`src/rtl/ulms_pkg.sv`:
```
// Package: register map, field positions and types for the UART status block
package ulms_pkg;

  // ----------------------------------------
  // Register addresses on the host port
  // ----------------------------------------
  localparam logic [2:0] ADDR_LINE_STATUS = 3'h5;
  localparam logic [2:0] ADDR_MODEM_STATUS = 3'h6;
  localparam logic [2:0] ADDR_SCRATCHPAD = 3'h7;

  // ----------------------------------------
  // Reset values and constants
  // ----------------------------------------
  localparam logic [7:0] SCRATCH_RESET = 8'hff;
  localparam logic [7:0] BYTE_ZERO = 8'h00;
  localparam logic [7:0] BREAK_CHAR = 8'h00;
  localparam logic [7:0] FEAT_RESET = 8'h00;
  localparam logic [7:0] EMODE_RESET = 8'h00;

  // ----------------------------------------
  // Field positions
  // ----------------------------------------
  localparam int LFE_TX_DIS = 4;
  localparam int LFE_RX_DIS = 5;
  localparam int LFE_NINE = 6;
  localparam int LFE_FAST_IR = 7;
  localparam int EM_SEND_NOW = 2;
  localparam int EM_RTS_INV = 3;
  localparam int EM_HYST_LO = 4;
  localparam int EM_HYST_HI = 5;
  localparam int EFC_ENH = 4;
  localparam int EFC_AUTO_CTS = 7;
  localparam int MC_DTR = 0;
  localparam int MC_RTS = 1;
  localparam int MC_OUT1 = 2;
  localparam int MC_OUT2 = 3;
  localparam int MC_LOOP = 4;
  localparam int FC_RS485 = 3;
  localparam int FC_SWAP = 6;
  localparam int IE_MODEM = 3;

  // ----------------------------------------
  // Types
  // ----------------------------------------
  typedef struct packed {
    logic rd;
    logic wr;
    logic [2:0] addr;
    logic [7:0] wdata;
  } ulms_bus_t;

  typedef struct packed {
    logic cd;
    logic ri;
    logic dsr;
    logic cts;
  } ulms_modem_t;

  typedef enum logic [1:0] {
    ULMS_CNT_RX,
    ULMS_CNT_TX,
    ULMS_CNT_ALT
  } ulms_cnt_mode_t;

  // Hysteresis in characters, index {emode[5:4], feature[1:0]}
  function automatic logic [5:0] ulms_hyst(input logic [3:0] sel);
    logic [5:0] h;
    h = 6'h00;
    case (sel)
      4'h0: h = 6'h00;
      4'h1: h = 6'h04;
      4'h2: h = 6'h06;
      4'h3: h = 6'h08;
      4'h4: h = 6'h08;
      4'h5: h = 6'h10;
      4'h6: h = 6'h18;
      4'h7: h = 6'h20;
      4'h8: h = 6'h28;
      4'h9: h = 6'h2c;
      4'ha: h = 6'h30;
      4'hb: h = 6'h34;
      4'hc: h = 6'h0c;
      4'hd: h = 6'h14;
      4'he: h = 6'h1c;
      default: h = 6'h24;
    endcase
    return h;
  endfunction : ulms_hyst

endpackage : ulms_pkg

```
`src/rtl/ulms_core.sv`:
```
// Module: line/modem status, enhanced mode and scratchpad logic of the UART
//
// Contract
// RULE1 - Receive low a full frame sets break flag, one break char, held till high
// RULE2 - Non-FIFO: holding-empty sets on move to shifter, clears on host load
// RULE3 - FIFO: holding-empty set while transmit FIFO empty, else cleared
// RULE4 - Transmitter-empty set when FIFO and shifter both empty
// RULE5 - Error summary high while any receive FIFO byte carries an error
// RULE6 - CTS, DSR, CD deltas set on change; modem interrupt when enabled
// RULE7 - Ring delta only on ring input low-to-high; modem interrupt when enabled
// RULE8 - Auto CTS pauses transmit only after the current character completes
// RULE9 - Outside loopback upper modem bits are inverted pin levels
// RULE10 - Loopback: CTS=RTS bit, DSR=DTR bit, RI=bit 2, CD=bit 3
// RULE11 - Bits 4 and 5 disable transmitter and receiver when enhanced enabled
// RULE12 - Bit 6 selects 9-bit multidrop when enhanced enabled, default 0
// RULE13 - Bit 7 selects quarter-bit infrared pulses, else 3/16 pulses; code honours bit 7 only when enhanced enabled
// RULE14 - Scratchpad is 8-bit read/write, 0xFF after reset, kept in sleep
// RULE15 - With swap, scratchpad writes go to the enhanced mode register
// RULE16 - With swap, reads return FIFO count chosen by mode bits 1:0
// RULE17 - Alternate mode: first read gives receive count, then alternates
// RULE18 - Send-immediately routes next byte to shifter, clears after it is sent
// RULE19 - RS-485 mode: bit 3 sets request-to-send polarity during transmit/receive
// RULE20 - Hysteresis chosen by mode bits 5:4 with feature bits 1:0
// RULE21 - Modem control bit 4 selects internal loopback, default off
// RULE22 - Reading modem status clears all four delta flags
// RULE23 - Reserved low bits of the feature write are ignored
`timescale 1ns/1ps

module ulms_core (
  input wire logic clock,
  input wire logic arst_n,
  input wire logic ce,
  input wire ulms_pkg::ulms_bus_t bus,
  output logic [7:0] rdata,
  input wire logic [7:0] modem_control,
  input wire logic [7:0] feature_control,
  input wire logic [7:0] enhanced_feature_control,
  input wire logic [7:0] interrupt_enable,
  input wire logic fifo_en,
  input wire logic [6:0] tx_fifo_count,
  input wire logic [6:0] rx_fifo_count,
  input wire logic [6:0] rx_err_count,
  input wire logic tx_shift_busy,
  input wire logic thr_load,
  input wire logic thr_to_shift,
  input wire logic tx_char_done,
  input wire logic bit_tick,
  input wire logic [3:0] frame_bits,
  input wire logic rx_pin,
  input wire ulms_pkg::ulms_modem_t modem_n_pin,
  output logic rx_push_valid,
  output logic [7:0] rx_push_data,
  input wire logic rx_push_ready,
  output logic tx_direct,
  output logic tx_pause,
  output logic tx_disable,
  output logic rx_disable,
  output logic nine_bit_mode,
  output logic fast_ir_mode,
  output logic rts_n_out,
  output logic [5:0] rts_hysteresis,
  output logic modem_irq
);

  // ----------------------------------------
  // Reset release and pin synchronisers
  // ----------------------------------------
  logic [1:0] rst_sync_reg;
  logic rst_n;
  always_ff @(posedge clock or negedge arst_n)
  begin
    if (!arst_n) rst_sync_reg <= 2'b00;
    else rst_sync_reg <= {rst_sync_reg[0], 1'b1};
  end
  assign rst_n = rst_sync_reg[1];
  logic [4:0] pin_s1_reg;
  logic [4:0] pin_s2_reg;
  always_ff @(posedge clock or negedge rst_n)
  begin
    if (!rst_n)
    begin
      pin_s1_reg <= 5'h1f;
      pin_s2_reg <= 5'h1f;
    end
    else if (ce)
    begin
      pin_s1_reg <= {rx_pin, modem_n_pin};
      pin_s2_reg <= pin_s1_reg;
    end
  end
  logic rx_s;
  ulms_pkg::ulms_modem_t mpin_s;
  assign rx_s = pin_s2_reg[4];
  assign mpin_s = pin_s2_reg[3:0];

  // ----------------------------------------
  // Access decode
  // ----------------------------------------
  logic enh;
  logic swap;
  logic loop_en;
  logic rd_msr;
  logic rd_spr;
  logic wr_msr;
  logic wr_spr;
  logic wr_em;
  assign enh = enhanced_feature_control[ulms_pkg::EFC_ENH];
  assign swap = feature_control[ulms_pkg::FC_SWAP];
  assign loop_en = modem_control[ulms_pkg::MC_LOOP]; // RULE21
  assign rd_msr = ce && bus.rd && bus.addr == ulms_pkg::ADDR_MODEM_STATUS;
  assign rd_spr = ce && bus.rd && bus.addr == ulms_pkg::ADDR_SCRATCHPAD;
  assign wr_msr = ce && bus.wr && bus.addr == ulms_pkg::ADDR_MODEM_STATUS;
  assign wr_spr = ce && bus.wr && bus.addr == ulms_pkg::ADDR_SCRATCHPAD && !swap;
  assign wr_em = ce && bus.wr && bus.addr == ulms_pkg::ADDR_SCRATCHPAD && swap; // RULE15

  // ----------------------------------------
  // Modem status
  // ----------------------------------------
  ulms_pkg::ulms_modem_t mstat;
  ulms_pkg::ulms_modem_t mprev_reg;
  ulms_pkg::ulms_modem_t delta_reg;
  ulms_pkg::ulms_modem_t delta_set;
  always_comb
  begin
    if (loop_en)
    begin
      mstat.cts = modem_control[ulms_pkg::MC_RTS]; // RULE10
      mstat.dsr = modem_control[ulms_pkg::MC_DTR]; // RULE10
      mstat.ri = modem_control[ulms_pkg::MC_OUT1]; // RULE10
      mstat.cd = modem_control[ulms_pkg::MC_OUT2]; // RULE10
    end
    else
    begin
      mstat = ~mpin_s; // RULE9
    end
  end

  always_comb
  begin
    delta_set.cts = mstat.cts != mprev_reg.cts; // RULE6
    delta_set.dsr = mstat.dsr != mprev_reg.dsr; // RULE6
    delta_set.cd = mstat.cd != mprev_reg.cd; // RULE6
    delta_set.ri = mprev_reg.ri && !mstat.ri; // RULE7
  end
  always_ff @(posedge clock or negedge rst_n)
  begin
    if (!rst_n) mprev_reg <= 4'h0;
    else if (ce) mprev_reg <= mstat;
  end
  // Set wins over the read clear
  always_ff @(posedge clock or negedge rst_n)
  begin
    if (!rst_n) delta_reg <= 4'h0;
    else if (ce) delta_reg <= (rd_msr ? 4'h0 : delta_reg) | delta_set; // RULE22
  end
  assign modem_irq = interrupt_enable[ulms_pkg::IE_MODEM] && (|delta_reg); // RULE6 RULE7

  // ----------------------------------------
  // Write-only feature enables
  // ----------------------------------------
  logic [7:4] feat_reg;
  always_ff @(posedge clock or negedge rst_n)
  begin
    if (!rst_n) feat_reg <= ulms_pkg::FEAT_RESET[7:4];
    else if (wr_msr) feat_reg <= bus.wdata[7:4]; // RULE23
  end
  assign tx_disable = enh && feat_reg[ulms_pkg::LFE_TX_DIS]; // RULE11
  assign rx_disable = enh && feat_reg[ulms_pkg::LFE_RX_DIS]; // RULE11
  assign nine_bit_mode = enh && feat_reg[ulms_pkg::LFE_NINE]; // RULE12
  assign fast_ir_mode = enh && feat_reg[ulms_pkg::LFE_FAST_IR]; // RULE13

  // ----------------------------------------
  // Scratchpad and enhanced mode select
  // ----------------------------------------
  logic [7:0] scratch_reg;
  logic [7:0] emode_reg;
  logic alt_tx_reg;
  always_ff @(posedge clock or negedge rst_n)
  begin
    if (!rst_n) scratch_reg <= ulms_pkg::SCRATCH_RESET; // RULE14
    else if (wr_spr) scratch_reg <= bus.wdata; // RULE14
  end
  logic tx_direct_pend_reg;
  logic send_clear;
  assign send_clear = tx_char_done && tx_direct_pend_reg;
  always_ff @(posedge clock or negedge rst_n)
  begin
    if (!rst_n) emode_reg <= ulms_pkg::EMODE_RESET;
    else if (wr_em) emode_reg <= bus.wdata;
    else if (ce && send_clear) emode_reg[ulms_pkg::EM_SEND_NOW] <= 1'b0; // RULE18
  end
  ulms_pkg::ulms_cnt_mode_t cnt_mode;
  always_comb
  begin
    case (emode_reg[1:0])
      2'b01: cnt_mode = ulms_pkg::ULMS_CNT_TX; // RULE16
      2'b11: cnt_mode = ulms_pkg::ULMS_CNT_ALT; // RULE16
      default: cnt_mode = ulms_pkg::ULMS_CNT_RX; // RULE16
    endcase
  end
  always_ff @(posedge clock or negedge rst_n)
  begin
    if (!rst_n) alt_tx_reg <= 1'b0;
    else if (wr_em) alt_tx_reg <= 1'b0; // RULE17
    else if (rd_spr && swap && cnt_mode == ulms_pkg::ULMS_CNT_ALT) alt_tx_reg <= !alt_tx_reg; // RULE17
  end
  logic [7:0] count_sel;
  always_comb
  begin
    case (cnt_mode)
      ulms_pkg::ULMS_CNT_TX: count_sel = {1'b0, tx_fifo_count};
      ulms_pkg::ULMS_CNT_ALT: count_sel = alt_tx_reg ? {1'b0, tx_fifo_count}
                                                     : {1'b0, rx_fifo_count};
      default: count_sel = {1'b0, rx_fifo_count};
    endcase
  end

  // ----------------------------------------
  // Send immediately, auto CTS, RS-485 and hysteresis
  // ----------------------------------------
  always_ff @(posedge clock or negedge rst_n)
  begin
    if (!rst_n) tx_direct_pend_reg <= 1'b0;
    else if (ce && thr_load && fifo_en && emode_reg[ulms_pkg::EM_SEND_NOW]) tx_direct_pend_reg <= 1'b1;
    else if (ce && tx_char_done) tx_direct_pend_reg <= 1'b0;
  end
  assign tx_direct = thr_load && fifo_en && emode_reg[ulms_pkg::EM_SEND_NOW] // RULE18
                     && !tx_direct_pend_reg;
  always_ff @(posedge clock or negedge rst_n)
  begin
    if (!rst_n) tx_pause <= 1'b0;
    else if (ce && (!tx_shift_busy || tx_char_done)) // RULE8
      tx_pause <= enhanced_feature_control[ulms_pkg::EFC_AUTO_CTS] && !mstat.cts; // RULE8
  end
  logic rs485_tx;
  assign rs485_tx = tx_shift_busy || tx_fifo_count != 7'h00;
  always_ff @(posedge clock or negedge rst_n)
  begin
    if (!rst_n) rts_n_out <= 1'b1;
    else if (ce)
    begin
      if (feature_control[ulms_pkg::FC_RS485])
        rts_n_out <= rs485_tx ? emode_reg[ulms_pkg::EM_RTS_INV]
                              : !emode_reg[ulms_pkg::EM_RTS_INV]; // RULE19
      else
        rts_n_out <= !modem_control[ulms_pkg::MC_RTS];
    end
  end
  assign rts_hysteresis = ulms_pkg::ulms_hyst({emode_reg[ulms_pkg::EM_HYST_HI:ulms_pkg::EM_HYST_LO],
                                              feature_control[1:0]}); // RULE20

  // ----------------------------------------
  // Break detection and break character buffer
  // ----------------------------------------
  logic [3:0] brk_cnt_reg;
  logic brk_flag_reg;
  logic brk_push;
  always_ff @(posedge clock or negedge rst_n)
  begin
    if (!rst_n) brk_cnt_reg <= 4'h0;
    else if (ce && rx_s) brk_cnt_reg <= 4'h0;
    else if (ce && bit_tick && brk_cnt_reg != frame_bits) brk_cnt_reg <= brk_cnt_reg + 4'h1;
  end
  assign brk_push = ce && !rx_s && !brk_flag_reg && brk_cnt_reg == frame_bits
                    && frame_bits != 4'h0;
  always_ff @(posedge clock or negedge rst_n)
  begin
    if (!rst_n) brk_flag_reg <= 1'b0;
    else if (ce && rx_s) brk_flag_reg <= 1'b0; // RULE1
    else if (brk_push) brk_flag_reg <= 1'b1; // RULE1
  end

  logic [7:0] buf_mem [2];
  logic [1:0] buf_cnt_reg;
  logic buf_wp_reg;
  logic buf_rp_reg;
  logic buf_in_ready;
  logic buf_pop;
  logic buf_push;
  assign buf_in_ready = buf_cnt_reg != 2'h2;
  assign buf_push = brk_push && buf_in_ready; // RULE1
  assign buf_pop = ce && rx_push_valid && rx_push_ready;
  assign rx_push_valid = buf_cnt_reg != 2'h0;
  assign rx_push_data = buf_mem[buf_rp_reg];
  always_ff @(posedge clock)
  begin
    if (buf_push) buf_mem[buf_wp_reg] <= ulms_pkg::BREAK_CHAR;
  end
  always_ff @(posedge clock or negedge rst_n)
  begin
    if (!rst_n)
    begin
      buf_cnt_reg <= 2'h0;
      buf_wp_reg <= 1'b0;
      buf_rp_reg <= 1'b0;
    end
    else
    begin
      if (buf_push) buf_wp_reg <= !buf_wp_reg;
      if (buf_pop) buf_rp_reg <= !buf_rp_reg;
      buf_cnt_reg <= buf_cnt_reg + {1'b0, buf_push} - {1'b0, buf_pop};
    end
  end

  // ----------------------------------------
  // Line status
  // ----------------------------------------
  logic thre_reg;
  always_ff @(posedge clock or negedge rst_n)
  begin
    if (!rst_n) thre_reg <= 1'b1;
    else if (ce && thr_load) thre_reg <= 1'b0; // RULE2
    else if (ce && thr_to_shift) thre_reg <= 1'b1; // RULE2
  end
  logic thre;
  logic temt;
  logic [7:0] line_status;
  assign thre = fifo_en ? (tx_fifo_count == 7'h00) : thre_reg; // RULE3
  assign temt = thre && !tx_shift_busy; // RULE4
  assign line_status = {rx_err_count != 7'h00, temt, thre, brk_flag_reg, 4'h0}; // RULE5

  // ----------------------------------------
  // Read data
  // ----------------------------------------
  always_ff @(posedge clock or negedge rst_n)
  begin
    if (!rst_n) rdata <= ulms_pkg::BYTE_ZERO;
    else if (ce && bus.rd)
    begin
      case (bus.addr)
        ulms_pkg::ADDR_LINE_STATUS: rdata <= line_status;
        ulms_pkg::ADDR_MODEM_STATUS: rdata <= {mstat, delta_reg};
        ulms_pkg::ADDR_SCRATCHPAD: rdata <= swap ? count_sel : scratch_reg; // RULE16 RULE14
        default: rdata <= ulms_pkg::BYTE_ZERO;
      endcase
    end
  end
endmodule : ulms_core

```
`config.mk`:
```
export PLATFORM = sky130hd
export DESIGN_NAME = ulms_core
export DESIGN_NICKNAME = d
export VERILOG_FILES = /design/src/rtl/ulms_pkg.sv /design/src/rtl/ulms_core.sv
export SDC_FILE = /design/constraint.sdc
export NUM_CORES = 1
export LEC_CHECK = 0
export BUFFER_PORTS_ARGS = -buffer_cell sky130_fd_sc_hd__buf_2
export CORE_MARGIN = 3
export CORE_UTILIZATION = 35
export CTS_CLUSTER_DIAMETER = 100
export DETAILED_ROUTE_END_ITERATION = 12
export PLACE_DENSITY_LB_ADDON = 0.2
export SYNTH_ARGS = -nofsm -noshare
export SYNTH_HDL_FRONTEND = slang
export SYNTH_SLANG_ARGS = --single-unit
```
`constraint.sdc`:
```
create_clock -name clock -period 2.65 [get_ports clock]
set_input_delay 0.53 -clock clock [delete_from_list [all_inputs] [get_ports clock]]
set_output_delay 0.53 -clock clock [all_outputs]
set_load 0.05 [all_outputs]
```
==> results of run 1 <==
## power by group through the flow
stage	clock, mW	combinational, mW	sequential, mW
floorplan	0	0.494	1.22
global placement	0	0.678	1.21
detailed placement	0	0.691	1.22
CTS	1.05	0.693	1.20
global route	1.09	0.750	1.23
finish	1.03	0.685	1.20
## cells in the final DEF (no fill, tap or decap), types with 7 or more instances in the layout
cell type	synthesis	routed
a21oi_1	16	16
and3_1	10	10
o21ai_0	29	29
dfrtp_1	38	37
nor2_1	9	9
nand2_1	27	27
clkbuf_8	0	11
nand3_1	7	7
buf_2	4	86
conb_1	2	10
xnor2_1	10	10
inv_1	12	12
dfstp_2	20	20
mux2_2	30	30
## cells by family (layout without fill, tap and decap cells)
kind of cell,count (synthesis),after routing,synth area share
xor+xnor,11,11,0.0316
compound gates,64,64,0.129
other cells,2,10,0.00246
fa+ha+maj,5,5,0.0205
flops,58,58,0.484
buf+inv,31,118,0.0545
mux,36,36,0.130
simple gates,85,85,0.148
## worst paths after layout
| check | to | slack (ns) | depth (start not counted) | start |
|---|---|---|---|---|
| min | rst_sync_reg[1] | 0.35 | 0 | rst_sync_reg[0] |
| max reg2reg | buf_cnt_reg[1] | 0.40 | 9 | brk_cnt_reg[0] |
| min reg2reg | rst_sync_reg[1] | 0.35 | 0 | rst_sync_reg[0] |
| max | buf_cnt_reg[1] | 0.40 | 9 | brk_cnt_reg[0] |
| min in group asynchronous | rdata[5] | 0.47 | 0 | rst_sync_reg[1] |
| max in group asynchronous | pin_s2_reg[4] | 1.36 | 1 | rst_sync_reg[1] |
## metal layers
layer	wire length [um]	share of wire	GRT usage	vias to the layer above
met2	3450	0.46	0.240	80
li1	-	-	-	1205
met1	3450	0.46	0.205	1156
met4	62	0.0083	0.0410	2
met3	516	0.069	0.0505	9
met5	13	0.0017	0	-
## final cells by class
| type | instances | area, um2 | area share |
|---|---|---|---|
| flip-flops and latches | 58 | 1480 | 0.388 |
| multi-input cells | 211 | 1440 | 0.378 |
| clock inverters | 5 | 100 | 0.0263 |
| clock buffers | 11 | 151 | 0.0398 |
| well taps | 105 | 131 | 0.0345 |
| inverters | 12 | 45.0 | 0.0118 |
| repair buffers | 90 | 463 | 0.122 |
==> impl_metrics.ini, run 1 <==
[logic_synthesis]
synth_warnings = 0
yosysUniqueCellTypes = 46
synth.top_cells.by_count = 38 x dfrtp_1, 30 x mux2_2, 29 x o21ai_0
synth_top_cell_by_area = dfrtp_1
synth_area_leaders = dfrtp_1 31%, dfstp_2 17%, mux2_2 11%, o21ai_0 4.8%, nand2_1 3.3%
syn_area_mm2 = 0.00305
synth_area_per_cell_um2 = 10.5
async_flop_share = 1.00
postSynthCellCount = 292
synth-main-ff-cell = dfrtp_1
synth_edf_count = 0
yosysMostFrequentCell = dfrtp_1
netlist.area_leader.share = 0.311
ys_seq_elements = 58
ys_seq_area_frac = 0.484

[clock_network]
post_cts_resize_count = 0
clockBufferDepth = 2
clkSinkCount = 58
cts_made_buffers = 9
cts_hold_buf = 1
insertion_delay_ns = 0.34
htree_levels = 3
cts_tree = done
clkTransAtPathRegs_ns = 0.06
clockRootBuffer = clkbuf_8
cts_setup_buffers = 0

[sta]
fin_crit_sh = 0.847
worst_pin_slew_ns = 1.05
hold_ws_ns = 0.350
min_period_ns = 2.25
fin_setup_tns_ns = 0
relSlewSlack = 0.298
skew_ns = 0.00800
setup_viol = 0
hold_viol_final = 0
drv_slew = 0
max_freq_ghz = 0.445
setup_ws_ns = 0.405
grt_setup_unrepaired = false

[setup_path]
cp.arrival_ns = 2.50
cp_num_buf_inv = 1
cpMostUsedCell = xnor2_1
start_kind = flip-flop
path_class = reg2reg
required_ns = 2.90
slowest_delay_ns = 0.44
crit_family = XOR/XNOR gates
cp_cell_sequence = xnor2_1 > nand4_1 > nor4_1 > o21ai_0 > ha_1 > inv_1 > ha_1 > xnor2_1 > xnor2_1
cp_slowest_cell = dfrtp_1
crit_fanout = 4
end_kind = flip-flop

[floorplanning]
core-area_mm2 = 0.00834
ios = 116
rows = 33
die_w_um = 99.4
design.die.area_mm2 = 0.00988
die_h_um = 99.4
start_util = 0.366

[routing]
drt-vias-per-instance = 4.98
drtIter0Drc = 142
vias = 2452
ant_nets = 0
routed_wl_um = 7490
wl_per_cell_um = 15.2
drc = 0
dr.pass1.iters = 4

[grt]
grt_pass1_vias = 2371
grt_pass1_wl_um = 11800
grt_max_degree = 47
track_usage = 0.154
grt_overflow = 0
antenna_found_initial = 1

[flow_run]
drv_cap = 0

[power]
p_int_mw = 2.00
switching_share = 0.312
clkPwrFrac = 0.353
p_sw_uw = 910
peakVddDrop_v = 0.000382
power_mw = 2.91
p_comb_frac = 0.235
p_leak_nw = 1.79
power.density_mw_per_mm2 = 765
power.share.sequential = 0.412

[layout]
n_fill_cell = 835
syn_to_final_growth_pct = 24.8
post-route-util = 0.457
final_nets = 472
stdcell_count = 492
drive_gt1_frac = 0.421
n_antenna_cell = 0
fin_area_mm2 = 0.00381

[status]
outcome = completed

[place]
placed_cell_area_mm2 = 0.00355
place_inst = 475
place_ws_ns = 0.175
place_hpwl_um = 5770
port_buffers = 86
gp_routability_congestion = 0.744

[worst_hold_path]
hp-class = reg2reg
Power figures use the tool's default switching activity.
==> run 2, diff against run 1 <==
==> constraint.sdc (replaced) <==
create_clock -name clock -period 2.2 [get_ports clock]
set_input_delay 0.44 -clock clock [delete_from_list [all_inputs] [get_ports clock]]
set_output_delay 0.44 -clock clock [all_outputs]
set_load 0.05 [all_outputs]
==> run 2 against run 1 <==
Clock power is 7% lower; largest power group unchanged; via count increased by 2.1%; highest routed layer unchanged; hold slack got worse by 0.074 ns.
==> impl_metrics.ini, run 2 (synthesis results as in run 1) <==
[status]
outcome = completed

[setup_path]
end_kind = flip-flop
cp.arrival_ns = 2.20
startpoint = brk_cnt_reg[2]
cp_slowest_cell = dfrtp_1
reg2reg_depth = 9
required_ns = 2.44
cp_cell_sequence = xnor2_2 > nand4_1 > nor4_2 > o21ai_0 > ha_1 > inv_1 > ha_1 > xnor2_1 > xnor2_1
slowest_delay_ns = 0.44
reg2reg_to = buf_cnt_reg[1]
path_class = reg2reg
reg2reg_slack_ns = 0.24
start_kind = flip-flop
crit_fanout = 4
rr_startpoint = brk_cnt_reg[2]

[floorplanning]
rows = 33
die_w_um = 99.4
start_util = 0.366
design.die.area_mm2 = 0.00988
die_h_um = 99.4
core-area_mm2 = 0.00834
ios = 116

[sta]
setup_ws_ns = 0.242
drv_slew = 0
grt_setup_unrepaired = false
skew_ns = 0.0138
fin_crit_sh = 0.890
hold_ws_ns = 0.275
worst_pin_slew_ns = 0.607
min_period_ns = 1.96
setup_viol = 0
max_freq_ghz = 0.511
relSlewSlack = 0.595
hold_viol_final = 0

[routing]
vias = 2504
drc = 0
dr.pass1.iters = 4
ant_nets = 0
drt-vias-per-instance = 5.00
drtIter0Drc = 136
wl_per_cell_um = 15.1
routed_wl_um = 7570

[layout]
final_common_cell = buf_2
drive_gt1_frac = 0.442
final_cell_mix = 86 x buf_2, 37 x dfrtp_1, 30 x mux2_2, 29 x o21ai_0, 27 x nand2_1
seq_area_mm2 = 0.00148
multi_input_area_mm2 = 0.00148
n_fill_cell = 829
fin_area_mm2 = 0.00385
final_nets = 481
n_antenna_cell = 0
syn_to_final_growth_pct = 26.3

[grt]
track_usage = 0.158
grt_pass1_wl_um = 12300
grt_pass1_vias = 2491
antenna_found_initial = 1
grt_overflow = 0
grt_max_degree = 28

[power]
power.density_mw_per_mm2 = 855
peakVddDrop_v = 0.000412
p_leak_nw = 1.82

[clock_network]
clockRootBuffer = clkbuf_8
clkSinkCount = 58
insertion_delay_ns = 0.33
clockBufferDepth = 2
cts_tree = done
cts_setup_buffers = 0
cts_made_buffers = 9
htree_levels = 3
clkTransAtPathRegs_ns = 0.06

[place]
place_ws_ns = -0.153
port_buffers = 86
place_hpwl_um = 6050
placed_cell_area_mm2 = 0.00362
gp_routability_congestion = 0.791

[worst_hold_path]
hp-class = reg2async

[flow_run]
drv_cap = 0
run 2: cell types whose count changed in the layout (fill, tap and decap cells not counted), sizes merged:
cell / previous run / this run
clkbuf: 11 / 13
buf: 89 / 98
bufinv: 3 / 1
run 2: per-layer routing:
metal  share of wire  track usage  up-vias
met3           0.074       0.0589        7
met2            0.48        0.251       78
met1            0.44        0.207     1188
met4          0.0059       0.0347        2
li1                -            -     1229
met5         0.00093            0        -
run 2: final cells by class:
| type | count | area share |
|---|---|---|
| timing repair buffer | 99 | 0.138 |
| clock inverter | 3 | 0.0104 |
| inverter | 12 | 0.0117 |
| tap | 105 | 0.0341 |
| multi-input combinational | 211 | 0.384 |
| clock buffer | 13 | 0.0386 |
| sequential | 58 | 0.383 |
run 2: worst max path at each step:
stage	endpoint	slack [ns]
2_1_floorplan	rts_hysteresis[1]	0.006
3_3_place_gp	buf_cnt_reg[1]	-0.06
3_5_place_dp	buf_cnt_reg[1]	-0.15
4_1_cts	buf_cnt_reg[1]	0.06
5_1_grt	buf_cnt_reg[1]	0.05
6_report	buf_cnt_reg[1]	0.24
run 2: what timing repair did:
| action | CTS | global route |
|---|---|---|
| gates cloned | 0 | 0 |
| hold buffers | 1 | 0 |
| hold endpoints to repair | 2 | 0 |
| endpoints found under the setup margin | 1 | 1 |
| pin swaps | 0 | 1 |
| resized for setup | 1 | 4 |
run 2: metrics by stage:
| step | util | std cells | setup TNS, ns | power (mW) |
|---|---|---|---|---|
| after floorplan | - | 300 | 0 | 2.07 |
| after CTS | 0.459 | 501 | 0 | 3.32 |
| after detailed placement | 0.434 | 484 | -0.153 | 2.35 |
| after global placement | 0.434 | 484 | -0.0560 | 2.33 |
| after global routing | 0.462 | 501 | 0 | 3.49 |
| final | 0.462 | 501 | 0 | 3.29 |
run 2: worst max-delay path, delay by kind of cell, from the launching register on:
family | cells | cell delay (ns)
XOR/XNOR | 3 | 0.46
adder cells (fa/ha/maj) | 2 | 0.46
flip-flops | 1 | 0.44
AND/OR/NAND/NOR | 2 | 0.33
buffers and inverters | 1 | 0.04
AO/OA/AOI/OAI | 1 | 0.15
run 2: report_power, final:
group | total, mW | leakage (nW) | switching [mW] | internal (mW)
combinational | 0.903 | 1.05 | 0.535 | 0.368
clock | 0.953 | 0.0974 | 0.401 | 0.552
sequential | 1.44 | 0.676 | 0.151 | 1.29
total | 3.29 | 1.82 | 1.09 | 2.21
